## config.mk

```make
export PLATFORM = sky130hd
export DESIGN_NAME = fas_slice
export DESIGN_NICKNAME = d
export VERILOG_FILES = /design/src/core/fas_pkg.sv /design/src/core/fas_slice.sv
export SDC_FILE = /design/constraint.sdc
export NUM_CORES = 1
export LEC_CHECK = 0
export BUFFER_PORTS_ARGS = -buffer_cell sky130_fd_sc_hd__buf_2
export CORE_MARGIN = 1
export CORE_UTILIZATION = 60
export CTS_CLUSTER_DIAMETER = 50
export DETAILED_ROUTE_END_ITERATION = 16
export PLACE_DENSITY = 0.9
export SLEW_MARGIN = 20
export SYNTH_ARGS = -nofsm -noshare
export SYNTH_HDL_FRONTEND = slang
export SYNTH_SLANG_ARGS = --single-unit
```

## constraint.sdc

```tcl
create_clock -name CLK -period 15.8 [get_ports CLK]
set_clock_uncertainty 0.2 [all_clocks]
set_input_delay 0.79 -clock CLK [delete_from_list [all_inputs] [get_ports CLK]]
set_output_delay 0.79 -clock CLK [all_outputs]
set_load 0.03 [all_outputs]
```

## src/core/fas_pkg.sv

```systemverilog
package fas_pkg;
    // Slice geometry
    localparam int unsigned WIDTH      = 4;
    localparam int unsigned DEPTH      = 16;
    localparam int unsigned ADDR_W     = 4;
    localparam int unsigned CODE_W     = 3;

    // Operand pair codes: (left, right)
    localparam logic [2:0] SRC_A_ACC   = 3'h0;
    localparam logic [2:0] SRC_A_B     = 3'h1;
    localparam logic [2:0] SRC_Z_ACC   = 3'h2;
    localparam logic [2:0] SRC_Z_B     = 3'h3;
    localparam logic [2:0] SRC_Z_A     = 3'h4;
    localparam logic [2:0] SRC_D_A     = 3'h5;
    localparam logic [2:0] SRC_D_ACC   = 3'h6;
    localparam logic [2:0] SRC_D_Z     = 3'h7;

    // Function codes
    localparam logic [2:0] FN_ADD            = 3'h0;
    localparam logic [2:0] REVERSE_SUBTRACT  = 3'h1;
    localparam logic [2:0] FORWARD_SUBTRACT  = 3'h2;
    localparam logic [2:0] FN_OR             = 3'h3;
    localparam logic [2:0] FN_AND            = 3'h4;
    localparam logic [2:0] INVERTED_LEFT_AND = 3'h5;
    localparam logic [2:0] EXCLUSIVE_OR_FN   = 3'h6;
    localparam logic [2:0] EXCLUSIVE_NOR_FN  = 3'h7;

    // Destination codes
    localparam logic [2:0] LOAD_ACC_ONLY         = 3'h0;
    localparam logic [2:0] DEST_NO_LOAD          = 3'h1;
    localparam logic [2:0] LOAD_FILE_SHOW_PORT   = 3'h2;
    localparam logic [2:0] LOAD_FILE_SHOW_RESULT = 3'h3;
    localparam logic [2:0] BOTH_SHIFT_DOWN       = 3'h4;
    localparam logic [2:0] FILE_SHIFT_DOWN       = 3'h5;
    localparam logic [2:0] BOTH_SHIFT_UP         = 3'h6;
    localparam logic [2:0] FILE_SHIFT_UP         = 3'h7;

    // Register port
    localparam int unsigned REG_AW     = 2;
    localparam int unsigned REG_DW     = 8;
    localparam logic [1:0] OFS_STATUS  = 2'h0;
    localparam logic [1:0] OFS_MASK    = 2'h1;
    localparam logic [1:0] OFS_STATE   = 2'h2;

    // Event bits, shared by status and mask
    localparam int unsigned EV_N       = 3;
    localparam int unsigned EV_OVR     = 0;
    localparam int unsigned EV_ZERO    = 1;
    localparam int unsigned EV_CARRY   = 2;
    localparam logic [2:0] EV_RESET    = 3'h0;
    localparam logic [3:0] WORD_RESET  = 4'h0;
endpackage : fas_pkg

```

## src/core/fas_slice.sv

```systemverilog
`timescale 1ns/1ps
module fas_slice (
    input  wire logic       CLK,                // 200 MHz clock
    input  wire logic       RST_N,              // Async reset, active low
    input  wire logic [2:0] SOURCE_SELECT,      // Operand pair code
    input  wire logic [2:0] FUNCTION_SELECT,    // ALU function code
    input  wire logic [2:0] DESTINATION_SELECT, // Destination code
    input  wire logic [3:0] FIRST_READ_ADDR,    // First read port index
    input  wire logic [3:0] SECOND_ADDR,        // Second port and write index
    input  wire logic [3:0] DIRECT_DATA_IN,     // Direct operand
    input  wire logic       CARRY_IN,           // Carry in, active high
    input  wire logic       OUT_ENABLE_N,       // Result bus enable, active low
    output logic      [3:0] RESULT_O,           // Result bus value
    output logic            RESULT_OE,          // Result bus drive enable
    output logic            CARRY_OUT,          // Carry out, active high
    output logic            GENERATE_N,         // Carry generate, active low
    output logic            PROPAGATE_N,        // Carry propagate, active low
    output logic            OVERFLOW_FLAG,      // Two's complement overflow
    output logic            SIGN_BIT,           // Result MSB
    input  wire logic       ZERO_DETECT_I,      // Wired zero line level
    output logic            ZERO_DETECT_O,      // Always low when driven
    output logic            ZERO_DETECT_OE,     // Pulls line low on nonzero
    input  wire logic       RAM_SHIFT_LSB_I,    // File shifter low end in
    output logic            RAM_SHIFT_LSB_O,    // File shifter low end out
    output logic            RAM_SHIFT_LSB_OE,   // File shifter low end drive
    input  wire logic       RAM_SHIFT_MSB_I,    // File shifter high end in
    output logic            RAM_SHIFT_MSB_O,    // File shifter high end out
    output logic            RAM_SHIFT_MSB_OE,   // File shifter high end drive
    input  wire logic       ACC_SHIFT_LSB_I,    // Accumulator low end in
    output logic            ACC_SHIFT_LSB_O,    // Accumulator low end out
    output logic            ACC_SHIFT_LSB_OE,   // Accumulator low end drive
    input  wire logic       ACC_SHIFT_MSB_I,    // Accumulator high end in
    output logic            ACC_SHIFT_MSB_O,    // Accumulator high end out
    output logic            ACC_SHIFT_MSB_OE,   // Accumulator high end drive
    input  wire logic [1:0] REG_ADDR,           // Register index
    input  wire logic [7:0] REG_WDATA,          // Register write data
    input  wire logic       REG_WR,             // Write strobe
    input  wire logic       REG_RD,             // Read strobe
    output logic      [7:0] REG_RDATA,          // Read data, cycle after strobe
    output logic            IRQ                 // Level interrupt
);
    // All clocked state of the slice except the two reset release flops
    typedef struct packed {
        logic [15:0][3:0] file;
        logic [3:0]       acc;
        logic [3:0]       result;
        logic             result_oe;
        logic             sign;
        logic             overflow_flag;
        logic             zero_oe;
        logic [2:0]       status;
        logic [2:0]       mask;
        logic [7:0]       rdata;
        logic             irq;
    } fas_state_t;

    fas_state_t st;
    fas_state_t next_st;
    logic       rst_meta;
    logic       rst_n;

    // Reset release through two flops; assertion stays asynchronous
    always_ff @(posedge CLK or negedge RST_N) begin
        if (!RST_N) begin
            rst_meta <= 1'b0;
            rst_n    <= 1'b0;
        end else begin
            rst_meta <= 1'b1;
            rst_n    <= rst_meta;
        end
    end

    // Read ports; the write lands at the edge, so reads in a cycle see old data
    logic [3:0] port_a;
    logic [3:0] port_b;
    assign port_a = st.file[FIRST_READ_ADDR];
    assign port_b = st.file[SECOND_ADDR];

    // Operand selection; an inhibited input reads as zero
    logic [3:0] r;
    logic [3:0] s;
    always_comb begin
        r = fas_pkg::WORD_RESET;
        s = fas_pkg::WORD_RESET;
        case (SOURCE_SELECT)
            fas_pkg::SRC_A_ACC: begin r = port_a;         s = st.acc; end
            fas_pkg::SRC_A_B:   begin r = port_a;         s = port_b; end
            fas_pkg::SRC_Z_ACC: begin                     s = st.acc; end
            fas_pkg::SRC_Z_B:   begin                     s = port_b; end
            fas_pkg::SRC_Z_A:   begin                     s = port_a; end
            fas_pkg::SRC_D_A:   begin r = DIRECT_DATA_IN; s = port_a; end
            fas_pkg::SRC_D_ACC: begin r = DIRECT_DATA_IN; s = st.acc; end
            fas_pkg::SRC_D_Z:   begin r = DIRECT_DATA_IN;             end
            default:            begin                                 end
        endcase
    end

    // Subtracts complement one operand; carry in supplies the plus one
    logic [3:0] re;
    logic [3:0] se;
    logic [3:0] g;
    logic [3:0] p;
    logic [4:0] c;
    assign re = (FUNCTION_SELECT == fas_pkg::REVERSE_SUBTRACT) ? ~r : r;
    assign se = (FUNCTION_SELECT == fas_pkg::FORWARD_SUBTRACT) ? ~s : s;
    assign c[0] = CARRY_IN;

    // Per-bit generate, propagate and ripple of the carry
    for (genvar i = 0; i < fas_pkg::WIDTH; i++) begin : g_bit
        assign g[i]   = re[i] & se[i];
        assign p[i]   = re[i] | se[i];
        assign c[i+1] = g[i] | (p[i] & c[i]);
    end

    // Result; only the arithmetic codes look at the carry chain
    logic [3:0] f;
    always_comb begin
        case (FUNCTION_SELECT)
            fas_pkg::FN_ADD,
            fas_pkg::REVERSE_SUBTRACT,
            fas_pkg::FORWARD_SUBTRACT:  f = re ^ se ^ c[3:0];
            fas_pkg::FN_OR:             f = r | s;
            fas_pkg::FN_AND:            f = r & s;
            fas_pkg::INVERTED_LEFT_AND: f = ~r & s;
            fas_pkg::EXCLUSIVE_OR_FN:   f = r ^ s;
            fas_pkg::EXCLUSIVE_NOR_FN:  f = ~(r ^ s);
            default:                    f = fas_pkg::WORD_RESET;
        endcase
    end

    // Cascade pins stay combinational so neighbours settle in one cycle
    assign CARRY_OUT   = c[4];
    assign PROPAGATE_N = ~&p;
    assign GENERATE_N  = ~(g[3] | (p[3] & g[2]) | (&p[3:2] & g[1]) | (&p[3:1] & g[0]));

    // Shift pin drivers follow the destination code directly
    logic up;
    logic down;
    assign up   = DESTINATION_SELECT inside {fas_pkg::BOTH_SHIFT_UP, fas_pkg::FILE_SHIFT_UP};
    assign down = DESTINATION_SELECT inside {fas_pkg::BOTH_SHIFT_DOWN, fas_pkg::FILE_SHIFT_DOWN};
    assign RAM_SHIFT_MSB_OE = up;
    assign RAM_SHIFT_MSB_O  = f[3];
    assign RAM_SHIFT_LSB_OE = down;
    assign RAM_SHIFT_LSB_O  = f[0];
    assign ACC_SHIFT_MSB_OE = (DESTINATION_SELECT == fas_pkg::BOTH_SHIFT_UP);
    assign ACC_SHIFT_MSB_O  = st.acc[3];
    assign ACC_SHIFT_LSB_OE = (DESTINATION_SELECT == fas_pkg::BOTH_SHIFT_DOWN);
    assign ACC_SHIFT_LSB_O  = st.acc[0];

    // Registered status outputs
    assign RESULT_O       = st.result;
    assign RESULT_OE      = st.result_oe;
    assign SIGN_BIT       = st.sign;
    assign OVERFLOW_FLAG  = st.overflow_flag;
    assign ZERO_DETECT_OE = st.zero_oe;
    assign ZERO_DETECT_O  = 1'b0; // Open collector only ever pulls low
    assign REG_RDATA      = st.rdata;
    assign IRQ            = st.irq;

    // Next-state logic: file, accumulator, bus, flags and registers
    logic [3:0] file_wdata;
    logic       file_we;
    logic [2:0] events;
    logic       ovr_now;
    assign ovr_now = c[3] ^ c[4];
    always_comb begin
        next_st    = st;
        file_we    = 1'b1;
        file_wdata = f;
        case (DESTINATION_SELECT)
            fas_pkg::LOAD_ACC_ONLY: begin
                file_we    = 1'b0;
                next_st.acc = f;
            end
            fas_pkg::DEST_NO_LOAD: file_we = 1'b0;
            fas_pkg::LOAD_FILE_SHOW_PORT,
            fas_pkg::LOAD_FILE_SHOW_RESULT: file_wdata = f;
            fas_pkg::BOTH_SHIFT_DOWN: begin
                file_wdata  = {RAM_SHIFT_MSB_I, f[3:1]};
                next_st.acc = {ACC_SHIFT_MSB_I, st.acc[3:1]};
            end
            fas_pkg::FILE_SHIFT_DOWN: file_wdata = {RAM_SHIFT_MSB_I, f[3:1]};
            fas_pkg::BOTH_SHIFT_UP: begin
                file_wdata  = {f[2:0], RAM_SHIFT_LSB_I};
                next_st.acc = {st.acc[2:0], ACC_SHIFT_LSB_I};
            end
            fas_pkg::FILE_SHIFT_UP: file_wdata = {f[2:0], RAM_SHIFT_LSB_I};
            default: file_we = 1'b0;
        endcase
        if (file_we) begin
            next_st.file[SECOND_ADDR] = file_wdata;
        end
        // Bus mux and enable
        next_st.result    = (DESTINATION_SELECT == fas_pkg::LOAD_FILE_SHOW_PORT) ? port_a : f;
        next_st.result_oe = ~OUT_ENABLE_N;
        next_st.sign      = f[3];
        next_st.overflow_flag       = ovr_now;
        next_st.zero_oe   = |f;
        // Sticky events; a new event beats a write-one clear in the same cycle
        events                   = fas_pkg::EV_RESET;
        events[fas_pkg::EV_OVR]  = ovr_now;
        events[fas_pkg::EV_ZERO] = ZERO_DETECT_I;
        events[fas_pkg::EV_CARRY] = c[4];
        if (REG_WR && REG_ADDR == fas_pkg::OFS_STATUS) begin
            next_st.status = st.status & ~REG_WDATA[2:0];
        end
        if (REG_WR && REG_ADDR == fas_pkg::OFS_MASK) begin
            next_st.mask = REG_WDATA[2:0];
        end
        next_st.status = next_st.status | events;
        next_st.irq    = |(next_st.status & next_st.mask);
        // Read data live one cycle; unmapped indices read zero
        next_st.rdata = 8'h00;
        if (REG_RD) begin
            case (REG_ADDR)
                fas_pkg::OFS_STATUS: next_st.rdata = {5'h00, st.status};
                fas_pkg::OFS_MASK:   next_st.rdata = {5'h00, st.mask};
                fas_pkg::OFS_STATE:  next_st.rdata = {st.sign, st.overflow_flag, ~st.zero_oe, 1'b0, st.acc};
                default:             next_st.rdata = 8'h00;
            endcase
        end
    end

    // State register
    always_ff @(posedge CLK or negedge rst_n) begin
        if (!rst_n) begin
            st <= '0;
        end else begin
            st <= next_st;
        end
    end
endmodule : fas_slice

```

==> impl_metrics.json <==
{
  "cts_max_path_buffers": 2,
  "globalRouteOverflowTotal": 0,
  "worst_pin_slew_ns": 1.038,
  "cts_tree": "yes",
  "hpwl_um": 11590,
  "die_y_um": 102.6,
  "antenna_found_initial": 0,
  "grt_pass1_wl_um": 25790,
  "finalMaxSlewViolations": 0,
  "fp-row-count": 36,
  "crit_arrival_ns": 6.11,
  "dp_slack_ns": 8.858,
  "synthesis.area_um2": 6071,
  "postSynthAreaPerCell_um2": 9.501,
  "cp-start-kind": "input port",
  "wirelength_um": 16220,
  "crit_chain": "buf_2 > nor2_1 > a222oi_1 > a22oi_1 > o21ai_0 > nor2_1 > xnor2_1 > inv_1 > fa_1 > fa_1 > fa_1 > fa_1 > mux2_2 > o22ai_1 > buf_4 > nor2_1 > inv_1 > buf_2",
  "ys_seq_area_share_pct": 37.92,
  "rsz0062_at_grt": "no",
  "dieArea_um2": 10520,
  "path_class": "input port to output port",
  "seqCellArea_um2": 2306,
  "period_needed_ns": 7.097,
  "post-route-util_pct": 66.87,
  "required_ns": 14.81,
  "status": "complete, no violations",
  "multiInputGateArea_um2": 3328,
  "grt_pass1_vias": 5044,
  "yosys-top-cells-area": "dfrtp_1, mux2i_1, nor2_1",
  "drt-wirelength-per-cell_um": 20.23,
  "cp-end-kind": "output port",
  "max_stage_delay_ns": 0.63,
  "largest_reg_flops": 72,
  "clock_sinks": 92,
  "num-nets-final": 722,
  "post-route-drc-count": 0,
  "gp_congestion": 0.9180,
  "ant_nets": 0,
  "fillerInstances": 759,
  "maxCapViolCount": 0,
  "final_cell_mix": "dfrtp_1, nor2_1, buf_2",
  "ir_drop_mv": 0.06713,
  "core-area_um2": 9774,
  "drive_above_1_share_pct": 19.43,
  "wl_met2_um": 7730,
  "cp_num_cells": 18,
  "met3_length_um": 1636,
  "cpMaxStageDelayCell": "a222oi_1",
  "yosys.cell_types.count": 53,
  "setup_viol": 0,
  "power_uw": 842.1,
  "ys_ff_latch": 92,
  "crit_fanout": 20,
  "htreeDepth": 3,
  "synthCells": 639,
  "tns_ns": 0,
  "top_register": "st",
  "clk_latency_ns": 0.38,
  "area.growth.synth_to_final_pct": 7.667,
  "rr_worst_depth": 17,
  "vias": 5363,
  "crit_family": "adder cells",
  "clk_pin_slew_ns": 0.09,
  "leakagePower_nw": 2.800,
  "fin_cells": 802,
  "min_path_type": "flip-flop to flip-flop",
  "synth_top_area_share_pct": 37.92,
  "wl_met1_um": 6469,
  "drtIter0Drc": 648,
  "layout_commonest_cell": "dfrtp_1",
  "hold_viol": 0,
  "yosysTopAreaCell": "dfrtp_1",
  "start_util_pct": 62.11,
  "synth-edff-count": 0,
  "hold_depth": 0,
  "port_buffers": 63,
  "cts_buffers": 9,
  "cpMostUsedCell": "fa_1",
  "vias_per_cell": 6.687,
  "placedCellCount": 784,
  "power_density_nw_per_um2": 128.8,
  "num_io_pins": 71,
  "fin_ws_ns": 8.703,
  "relSlewSlack_pct": 30.29,
  "grtUsageTotal_pct": 32.10,
  "grt_max_degree": 83,
  "synth_ff_type": "dfrtp_1",
  "cts_resized": 0,
  "die_w_um": 102.6,
  "max_freq_ghz": 0.1409,
  "period_share_pct": 44.92,
  "top_layer_used": "met4",
  "first_pass_iters": 7,
  "synthArstFlopShare_pct": 100.0,
  "cts-root-buf": "clkbuf_8",
  "timing.critical_path.buf_inv": 5,
  "ys_warn_count": 0,
  "diodes": 0
}
## cells in the mapped netlist, types with 10 or more instances
library cell / n
mux2i_1: 37
a21oi_1: 17
nand2_1: 22
nor2b_1: 12
dfrtp_1: 92
ha_1: 12
nor3_1: 14
mux4_2: 10
a31oi_1: 48
o2111ai_1: 16
nor2_1: 84
clkbuf_1: 20
o211ai_1: 33
buf_4: 20
inv_1: 39
nand2b_1: 10
buf_2: 11
mux2_2: 16
## report_power, final
group,total (mW),internal [mW],switching [mW],leakage (nW)
clock network,0.172,0.0773,0.0943,0.106
registers,0.349,0.299,0.0507,1.07
logic,0.321,0.128,0.194,1.62
## worst reg2reg max path, stage by stage (launching register included)
cell      delay, ns
dfrtp_1        0.40
mux2i_1        0.10
a222oi_1       0.61
a22oi_1        0.22
o21ai_0        0.27
nor2_1         0.11
xnor2_1        0.26
inv_1          0.12
fa_1           0.44
fa_1           0.43
fa_1           0.46
fa_1           0.56
mux2_2         0.14
o22ai_1        0.07
buf_4          0.22
or2_2          0.31
o221ai_2       0.62
a31oi_1        0.20
## per-layer routing
layer | global-route usage, % | vias up
met3 | 6.034 | 37
met5 | 0 | -
li1 | - | 2399
met4 | 11.65 | 0
met1 | 44.80 | 2600
met2 | 50.00 | 327
## what timing repair did
| action | in CTS | in global routing |
|---|---|---|
| hold endpoints to repair | 10 | 0 |
| buffers inserted | 0 | 0 |
| hold buffers | 2 | 0 |
| endpoints found under the setup margin | 0 | 0 |
## metrics by stage
stage	hold WS [ns]	area [µm²]
after floorplan	0.1312	6075
after global placement	-0.07151	6280
after detailed placement	-0.06446	6280
after CTS	0.1661	6513
after global routing	0.1709	6536
final	0.1632	6536
## layout make-up
cell class / count / share of cell area [%]
Timing Repair Buffer: 70 / 5.762
Tap cell: 133 / 2.546
Multi-Input combinational cell: 452 / 50.92
Sequential cell: 92 / 35.28
Clock buffer: 9 / 1.895
Inverter: 39 / 2.240
Clock inverter: 7 / 1.359
## kinds of logic after synthesis
| kind of cell | count (synthesis) | synth area share, % |
|---|---|---|
| multiplexers | 63 | 12.78 |
| other | 2 | 0.1237 |
| AO/OA/AOI/OAI | 174 | 21.48 |
| adder cells (fa/ha/maj) | 16 | 3.792 |
| buffers and inverters | 96 | 7.646 |
| XOR/XNOR | 13 | 1.876 |
| flip-flops | 92 | 37.92 |
| AND/OR/NAND/NOR | 183 | 14.39 |
## final timing paths
path | start | to | slack [ns]
worst max-delay path | FIRST_READ_ADDR[0] | RAM_SHIFT_MSB_O | 8.70
worst max register to register | st[31]$_DFFE_PN0P_ | st[73]$_DFFE_PN0P_ | 9.91
worst min register to register | rst_meta$_DFF_PN0_ | rst_n$_DFF_PN0_ | 0.16
worst min-delay path | rst_meta$_DFF_PN0_ | rst_n$_DFF_PN0_ | 0.16
max in group asynchronous | rst_n$_DFF_PN0_ | st[10]$_DFF_PN0_ | 14.59
min in group asynchronous | rst_n$_DFF_PN0_ | st[25]$_DFFE_PN0P_ | 0.26
Power figures use the tool's default switching activity.
